## config.mk

```make
export PLATFORM = sky130hd
export DESIGN_NAME = mpks_device
export DESIGN_NICKNAME = d
export VERILOG_FILES = /design/src/common/mpks_pkg.sv /design/src/rtl/mpks_device.sv /design/src/rtl/mpks_timer.sv
export VERILOG_INCLUDE_DIRS = /design/src /design/src/common
export SDC_FILE = /design/constraint.sdc
export NUM_CORES = 1
export LEC_CHECK = 0
export BUFFER_PORTS_ARGS = -buffer_cell sky130_fd_sc_hd__buf_2
export CAP_MARGIN = 30
export CELL_PAD_IN_SITES_DETAIL_PLACEMENT = 0
export CELL_PAD_IN_SITES_GLOBAL_PLACEMENT = 1
export CORE_MARGIN = 3
export CORE_UTILIZATION = 50
export DETAILED_ROUTE_END_ITERATION = 6
export PLACE_DENSITY = 0.79
export SLEW_MARGIN = 15
export SYNTH_ARGS = -nofsm -noshare
export SYNTH_HDL_FRONTEND = slang
export SYNTH_SLANG_ARGS = --single-unit
```

## constraint.sdc

```tcl
create_clock -name clk -period 6.25 [get_ports clk]
set_input_delay 1.875 -clock clk [delete_from_list [all_inputs] [get_ports clk]]
set_output_delay 1.875 -clock clk [all_outputs]
set_load 0.02 [all_outputs]
```

## src/common/mpks_params.svh

```systemverilog
// Purpose: timing constants and codes for the module power key sequencer
// Assumes: 100 MHz clock
// Notes: long counts are top parameters; these are their defaults
`ifndef MPKS_PARAMS_SVH
`define MPKS_PARAMS_SVH
`define MPKS_CLK_HZ 100000000
`define MPKS_ON_PRESS_MS 1000
`define MPKS_OFF_PRESS_MS 2500
`define MPKS_BOOT_MS 20000
`define MPKS_EOFF_MS 200
`define MPKS_PAD_CFG_MS 10000
`define MPKS_FINAL_MS 10000
`define MPKS_MS_CYC (`MPKS_CLK_HZ / 1000)
`define MPKS_CNT_W 32
`define MPKS_TRUE 1'b1
`define MPKS_FALSE 1'b0
`endif

```

## src/common/mpks_pkg.sv

```systemverilog
// Purpose: types for the module power key sequencer
// Assumes: nothing
// Notes: power states of the device
package mpks_pkg;
  typedef enum logic [2:0] {
    MPKS_OFF,
    MPKS_INIT,
    MPKS_ACTIVE,
    MPKS_DETACH,
    MPKS_FINAL
  } mpks_state_t;
endpackage

```

## src/rtl/mpks_device.sv

```systemverilog
// Purpose: device-side power sequencing of a cellular module
// Assumes: pins synchronous to clk; battery_supply high means supply present
// Notes: boot, pad config and finalization are modelled by timers
// Behaviour
// - the module becomes operational no sooner than twenty seconds after key assertion, nineteen after supply if the key is tied low.
// - commands are refused while initializing and accepted only when active.
// - software_ready goes high once power-up is complete and commands are accepted.
// - software_ready is presented on general pin 8 unless that pin is reconfigured.
// - power_monitor goes high once all pads are configured during initialization.
// - power_monitor goes low when the module has powered off.
// - shutdown by command, by a long power key press, or by the emergency pin.
// - command and key shutdowns send a network detach first; the emergency path does not.
// - a key tied low starts power-on as soon as battery supply appears.
`timescale 1ns/1ps
`default_nettype none
`include "mpks_params.svh"
module mpks_device #(
  parameter int unsigned ON_PRESS_CYC = `MPKS_ON_PRESS_MS * `MPKS_MS_CYC,
  parameter int unsigned OFF_PRESS_CYC = `MPKS_OFF_PRESS_MS * `MPKS_MS_CYC,
  parameter int unsigned BOOT_CYC = `MPKS_BOOT_MS * `MPKS_MS_CYC,
  parameter int unsigned EOFF_CYC = `MPKS_EOFF_MS * `MPKS_MS_CYC,
  parameter int unsigned PAD_CFG_CYC = `MPKS_PAD_CFG_MS * `MPKS_MS_CYC,
  parameter int unsigned FINAL_CYC = `MPKS_FINAL_MS * `MPKS_MS_CYC
) (
  input wire logic clk,
  input wire logic arst_n,
  input wire logic battery_supply,
  input wire logic power_key_n,
  input wire logic emergency_off_n,
  input wire logic shutdown_command,
  input wire logic gpio8_alt_sel,
  input wire logic gpio8_alt_out,
  input wire logic cmd_valid,
  output logic cmd_accept,
  output logic cmd_refused,
  output logic software_ready,
  output logic gpio8_out,
  output logic power_monitor,
  output logic detach_request,
  output logic powered_on
);
  mpks_pkg::mpks_state_t state_r;
  mpks_pkg::mpks_state_t state_nxt;
  logic [`MPKS_CNT_W-1:0] key_cnt_r;
  logic [`MPKS_CNT_W-1:0] eoff_cnt_r;
  logic [`MPKS_CNT_W-1:0] boot_cnt_r;
  logic key_release_on;
  logic key_release_off;
  logic eoff_fire;
  logic eoff_armed_r;
  logic key_low_r;
  logic supply_r;
  logic final_load;
  logic final_done;
  logic booted;
  logic pads_done;

  // key level one cycle back, for release detection
  always_ff @(posedge clk or negedge arst_n) begin
    if (!arst_n) begin
      key_low_r <= `MPKS_FALSE;
    end else begin
      key_low_r <= !power_key_n;
    end
  end

  // supply level one cycle back; leaving reset reads as supply just applied
  always_ff @(posedge clk or negedge arst_n) begin
    if (!arst_n) begin
      supply_r <= `MPKS_FALSE;
    end else begin
      supply_r <= battery_supply;
    end
  end

  // press length measured while key low; judged on release
  always_ff @(posedge clk or negedge arst_n) begin
    if (!arst_n) begin
      key_cnt_r <= '0;
    end else if (!power_key_n && battery_supply) begin
      if (key_cnt_r != '1)
        key_cnt_r <= key_cnt_r + 1'b1;
    end else if (power_key_n) begin
      key_cnt_r <= '0;
    end
  end

  // start needs a held press, or a key already low when supply arrives;
  // a plain low level would let any short press start the module
  assign key_release_on = (key_low_r && power_key_n && key_cnt_r >= ON_PRESS_CYC) ||
                          (!power_key_n && battery_supply && !supply_r);
  assign key_release_off = key_low_r && power_key_n &&
                           key_cnt_r >= OFF_PRESS_CYC;

  // emergency pin: held low long enough, acted on at release
  always_ff @(posedge clk or negedge arst_n) begin
    if (!arst_n) begin
      eoff_cnt_r <= '0;
      eoff_armed_r <= `MPKS_FALSE;
    end else if (!emergency_off_n) begin
      if (eoff_cnt_r != '1)
        eoff_cnt_r <= eoff_cnt_r + 1'b1;
      eoff_armed_r <= (eoff_cnt_r + 1'b1 >= EOFF_CYC);
    end else begin
      eoff_cnt_r <= '0;
      eoff_armed_r <= `MPKS_FALSE;
    end
  end
  assign eoff_fire = eoff_armed_r && emergency_off_n;

  // boot time counted from power-on entry
  always_ff @(posedge clk or negedge arst_n) begin
    if (!arst_n) begin
      boot_cnt_r <= '0;
    end else if (state_r != mpks_pkg::MPKS_INIT) begin
      boot_cnt_r <= '0;
    end else if (boot_cnt_r != '1) begin
      boot_cnt_r <= boot_cnt_r + 1'b1;
    end
  end
  assign pads_done = boot_cnt_r + 1'b1 >= PAD_CFG_CYC;
  // key press time counts toward the twenty second minimum
  assign booted = boot_cnt_r + ON_PRESS_CYC + 1'b1 >= BOOT_CYC;

  // finalization duration timer
  assign final_load = (state_r == mpks_pkg::MPKS_DETACH);
  mpks_timer u_final (
    .clk(clk),
    .arst_n(arst_n),
    .load(final_load),
    .value(`MPKS_CNT_W'(FINAL_CYC)),
    .run(state_r == mpks_pkg::MPKS_FINAL),
    .done(final_done)
  );

  // power state sequencing
  always_comb begin
    state_nxt = state_r;
    unique case (state_r)
      mpks_pkg::MPKS_OFF:
        if (battery_supply && emergency_off_n && key_release_on)
          state_nxt = mpks_pkg::MPKS_INIT;
      mpks_pkg::MPKS_INIT:
        if (booted)
          state_nxt = mpks_pkg::MPKS_ACTIVE;
      mpks_pkg::MPKS_ACTIVE:
        if (shutdown_command || key_release_off)
          state_nxt = mpks_pkg::MPKS_DETACH;
      mpks_pkg::MPKS_DETACH:
        state_nxt = mpks_pkg::MPKS_FINAL;
      mpks_pkg::MPKS_FINAL:
        if (final_done)
          state_nxt = mpks_pkg::MPKS_OFF;
    endcase
    // supply loss or emergency release overrides every state, no detach
    if (eoff_fire || !battery_supply)
      state_nxt = mpks_pkg::MPKS_OFF;
  end

  always_ff @(posedge clk or negedge arst_n) begin
    if (!arst_n)
      state_r <= mpks_pkg::MPKS_OFF;
    else
      state_r <= state_nxt;
  end

  // ready line and its default pin, registered from next state
  always_ff @(posedge clk or negedge arst_n) begin
    if (!arst_n) begin
      software_ready <= `MPKS_FALSE;
      gpio8_out <= `MPKS_FALSE;
    end else begin
      software_ready <= (state_nxt == mpks_pkg::MPKS_ACTIVE);
      gpio8_out <= gpio8_alt_sel ? gpio8_alt_out :
                   (state_nxt == mpks_pkg::MPKS_ACTIVE);
    end
  end

  // monitor high from pad setup through finalization, low when off and during init until pads are done
  always_ff @(posedge clk or negedge arst_n) begin
    if (!arst_n) begin
      power_monitor <= `MPKS_FALSE;
    end else begin
      power_monitor <= (state_nxt == mpks_pkg::MPKS_ACTIVE) ||
                       (state_nxt == mpks_pkg::MPKS_DETACH) ||
                       (state_nxt == mpks_pkg::MPKS_FINAL) ||
                       (state_nxt == mpks_pkg::MPKS_INIT && pads_done);
    end
  end

  // one-cycle detach strobe; the emergency path never passes here
  always_ff @(posedge clk or negedge arst_n) begin
    if (!arst_n) begin
      detach_request <= `MPKS_FALSE;
    end else begin
      detach_request <= (state_nxt == mpks_pkg::MPKS_DETACH);
    end
  end

  // command gate judged on the current state
  always_ff @(posedge clk or negedge arst_n) begin
    if (!arst_n) begin
      cmd_accept <= `MPKS_FALSE;
      cmd_refused <= `MPKS_FALSE;
    end else begin
      cmd_accept <= cmd_valid && state_r == mpks_pkg::MPKS_ACTIVE;
      cmd_refused <= cmd_valid && state_r != mpks_pkg::MPKS_ACTIVE;
    end
  end

  // powered indication, high in every state but off
  always_ff @(posedge clk or negedge arst_n) begin
    if (!arst_n) begin
      powered_on <= `MPKS_FALSE;
    end else begin
      powered_on <= (state_nxt != mpks_pkg::MPKS_OFF);
    end
  end
endmodule
`default_nettype wire

```

## src/rtl/mpks_timer.sv

```systemverilog
// Purpose: loadable down counter with done pulse
// Assumes: load has priority over counting
// Notes: done is a one-cycle pulse on reaching zero
`timescale 1ns/1ps
`default_nettype none
`include "mpks_params.svh"
module mpks_timer (
  input wire logic clk,
  input wire logic arst_n,
  input wire logic load,
  input wire logic [`MPKS_CNT_W-1:0] value,
  input wire logic run,
  output logic done
);
  logic [`MPKS_CNT_W-1:0] cnt_r;
  // count down while run, pulse done when last cycle elapses
  always_ff @(posedge clk or negedge arst_n) begin
    if (!arst_n) begin
      cnt_r <= '0;
      done <= `MPKS_FALSE;
    end else if (load) begin
      cnt_r <= value;
      done <= `MPKS_FALSE;
    end else if (run && cnt_r != '0) begin
      cnt_r <= cnt_r - 1'b1;
      done <= (cnt_r == `MPKS_CNT_W'(1));
    end else begin
      done <= `MPKS_FALSE;
    end
  end
endmodule
`default_nettype wire

```

==> flow_summary.yaml <==
finish:
  diodes: 0
  syn_to_final_growth_pct: 9.385
  nets: 970
  fill_cells: 1476
  drive_gt1_frac: 0.08075
  seqCellArea_sq_um: 3553
  utilization: 0.5600
  multiInputGateArea_sq_um: 4544
worst_setup_path:
  worstSetupPathType: "in -> reg"
  endpoint_kind: "flop"
  arrival_ps: 4000
  worstSetupStartpointType: "primary input"
  cp_max_fo: 36
  required_ps: 6550
grt:
  met2_usage: 0.3494
  track_usage: 0.2190
  use_met1: 0.2901
  grt_use_met3: 0.05331
  gr-total-overflow: 0
  grt_antenna_before_repair: 0
  grt_max_degree: 107
  busiest_layer: "met2"
  grt_pass1_wl_um: 33150
  grt_pass1_vias: 6898
sta:
  clock_skew_ps: 10.86
  period_needed_ps: 3699
  setup_viol: 0
  finalCritPeriodShare: 0.5918
  report.final.slew_viol_count: 0
  hold_viol_final: 0
  fmax_ghz: 0.2703
  tns_ps: 0
  slew_headroom: 0.3512
  rsz0062_at_grt: "false"
  tightest_slew_ps: 965.7
detailed_routing:
  drt_wl_total_um: 19710
  ant_nets: 0
  wl_per_cell_um: 16.62
  drc: 0
  viasPerCell: 5.993
  first_pass_iters: 5
  vias: 7108
  drt_first_iter_violations: 568
clocking:
  clkLatencyLatePin_ps: 420
  cts_tree: "built"
  numCtsBuffers: 17
  cts_buffer_depth: 2
  ctsResizeCount: 0
  clkTransAtPathRegs_ps: 60
  clock_sinks: 142
  cts_max_level: 4
  root_buffer: "clkbuf_16"
  post_cts_buffers: 0
  postCtsHoldBufs: 0
synthesis:
  synth-seq-area-share: 0.4171
  synth_seq_cells: 142
  syn_inst: 974
  synth_area_sq_um: 8519
  synth.net_count: 991
  ys_types: 77
  async_flop_share: 1.000
  synth-edff-count: 0
  yosys_most_used_dff: "dfrtp_1"
  yosysWarnings: 0
  avgSynthCellArea_sq_um: 8.747
floorplan:
  die-area_sq_um: 18640
  rows: 47
  fp.dieW_um: 136.5
  core_area_sq_um: 16640
  die_h_um: 136.5
  start_util: 0.5119
  io_pins: 16
power_and_ir_drop:
  p_leak_nw: 3.862
  ir_drop_uv: 199.4
  power.density_nw_per_um2: 233.0
placed_design:
  port_buffers: 15
  gp_congestion: 0.8500
  hpwlAfterDp_um: 13250
job:
  max_cap_violations: 0
run_status:
  outcome: "completed"
hold_path:
  hold_class: "reg -> reg"
==> registers in the layout, indices dropped and copies added, names as in the netlist <==
register        flops
boot_cnt_r         32
cmd_accept          1
cmd_refused         1
detach_request      1
eoff_armed_r        1
eoff_cnt_r         32
gpio8_out           1
key_cnt_r          32
key_low_r           1
power_monitor       1
powered_on          1
software_ready      1
state_r             3
supply_r            1
u_final.cnt_r      32
u_final.done        1
==> cells in the mapped netlist (all sizes together) (3+ instances only) <==
library cell	instances	share of area
o211ai	7	0.0062
ha	8	0.012
nand4	18	0.013
mux2i	8	0.0094
or2	5	0.0037
o211a	3	0.0035
nor3b	5	0.0050
buf	10	0.0076
nor3	39	0.023
a21oi	57	0.034
or3	21	0.016
or4	11	0.010
and4	8	0.0085
a311oi	3	0.0059
clkbuf	51	0.028
a31oi	12	0.0088
xor2	49	0.050
o41ai	4	0.0050
o311ai	5	0.0051
a32o	3	0.0035
inv	34	0.015
a211o	3	0.0032
nand4b	3	0.0031
o22ai	9	0.0066
a41oi	3	0.0031
nand3b	5	0.0044
a211oi	6	0.0053
nand2	83	0.037
nor2	101	0.045
nor2b	5	0.0037
dfrtp	142	0.42
nand3	59	0.035
nor4b	3	0.0031
o21bai	3	0.0026
o21a	3	0.0026
nor4	22	0.016
and3	17	0.013
xnor2	57	0.059
and2	8	0.0059
o21ai	56	0.033
==> layer usage <==
metal  share of wire  routed length, um
met3           0.043                849
met4           0.017                338
met5               0                  0
met2            0.48               9400
met1            0.46               9124
==> per-stage QoR <==
stage                     hold slack (ps)  power (mW)  worst slack (ps)  area (sq um)  cells
final                               518.4       2.171              2551          9319   1186
after global routing                544.0       2.243              2224          9319   1186
after CTS                           518.5       2.195              2360          9280   1184
after detailed placement            506.4       1.041              2154          8612   1152
after global placement              479.3       1.038              2288          8612   1152
after floorplan                     447.8       1.003              2657          8519    974
==> cells in the final DEF (no fill, tap or decap), types with 4 or more instances in the layout <==
cell type | synthesis | final
dfrtp_1 | 142 | 142
ha_1 | 8 | 8
and3_1 | 14 | 14
inv_1 | 34 | 34
bufinv_16 | 0 | 5
nand3_1 | 59 | 59
o211ai_1 | 7 | 7
nor2_1 | 99 | 99
nand2_1 | 82 | 82
clkbuf_16 | 0 | 17
a211oi_1 | 6 | 6
o21ai_0 | 54 | 54
or3_1 | 20 | 20
xor2_1 | 49 | 49
and2_1 | 8 | 8
or2_2 | 4 | 4
buf_4 | 1 | 4
o311ai_0 | 5 | 5
nand4_1 | 18 | 18
a31oi_1 | 12 | 12
nor3b_1 | 4 | 4
nand3b_1 | 5 | 5
nor4_1 | 22 | 22
buf_2 | 7 | 14
nor2b_1 | 5 | 5
a21oi_1 | 56 | 56
mux2i_1 | 8 | 8
clkbuf_8 | 5 | 4
and4_1 | 6 | 6
nor3_1 | 39 | 38
o22ai_1 | 9 | 9
xnor2_1 | 57 | 57
or4_1 | 10 | 10
==> cell type report <==
cell class	count	area share
Clock buffer	23	0.05236
Clock inverter	9	0.01933
Inverter	34	0.01369
Multi-Input combinational cell	737	0.4876
Sequential cell	142	0.3813
Tap cell	220	0.02954
Timing Repair Buffer	21	0.01611
==> critical path, stage by stage <==
cell,delay [ps]
buf_2,500
nand2_1,190
nor4_1,330
a32oi_1,180
a21oi_1,210
o22ai_1,130
and2_1,240
a211o_2,330
==> power by group <==
group / switching [mW] / leakage [nW] / total [mW] / internal, mW
Clock: 0.393 / 0.324 / 1.15 / 0.752
Combinational: 0.0593 / 1.57 / 0.0842 / 0.0249
Sequential: 0.0116 / 1.97 / 0.942 / 0.930
==> final timing paths <==
path | from | to | slack [ps] | cells after the start
max in group asynchronous | arst_n | u_final.cnt_r[8] | 4140 | 2
min reg2reg | u_final.cnt_r[2] | u_final.done | 520 | 1
min in group asynchronous | arst_n | eoff_cnt_r[4] | 1330 | 1
max | power_key_n | powered_on | 2550 | 8
max reg2reg | eoff_cnt_r[0] | eoff_cnt_r[0] | 2580 | 9
min | u_final.cnt_r[2] | u_final.done | 520 | 1
==> logic make-up (layout without fill, tap and decap cells) <==
logic type / after synthesis / in the layout / synth area share
AOI/OAI and AO/OA: 197 / 197 / 0.1513
buffers and inverters: 95 / 87 / 0.05096
muxes: 9 / 9 / 0.01072
xor gates and xnor gates: 106 / 106 / 0.1090
adders and majority gates: 8 / 8 / 0.01175
DFF: 142 / 142 / 0.4171
and+or+nand+nor: 417 / 417 / 0.2492
No activity file was read; power rests on OpenSTA's default activity.
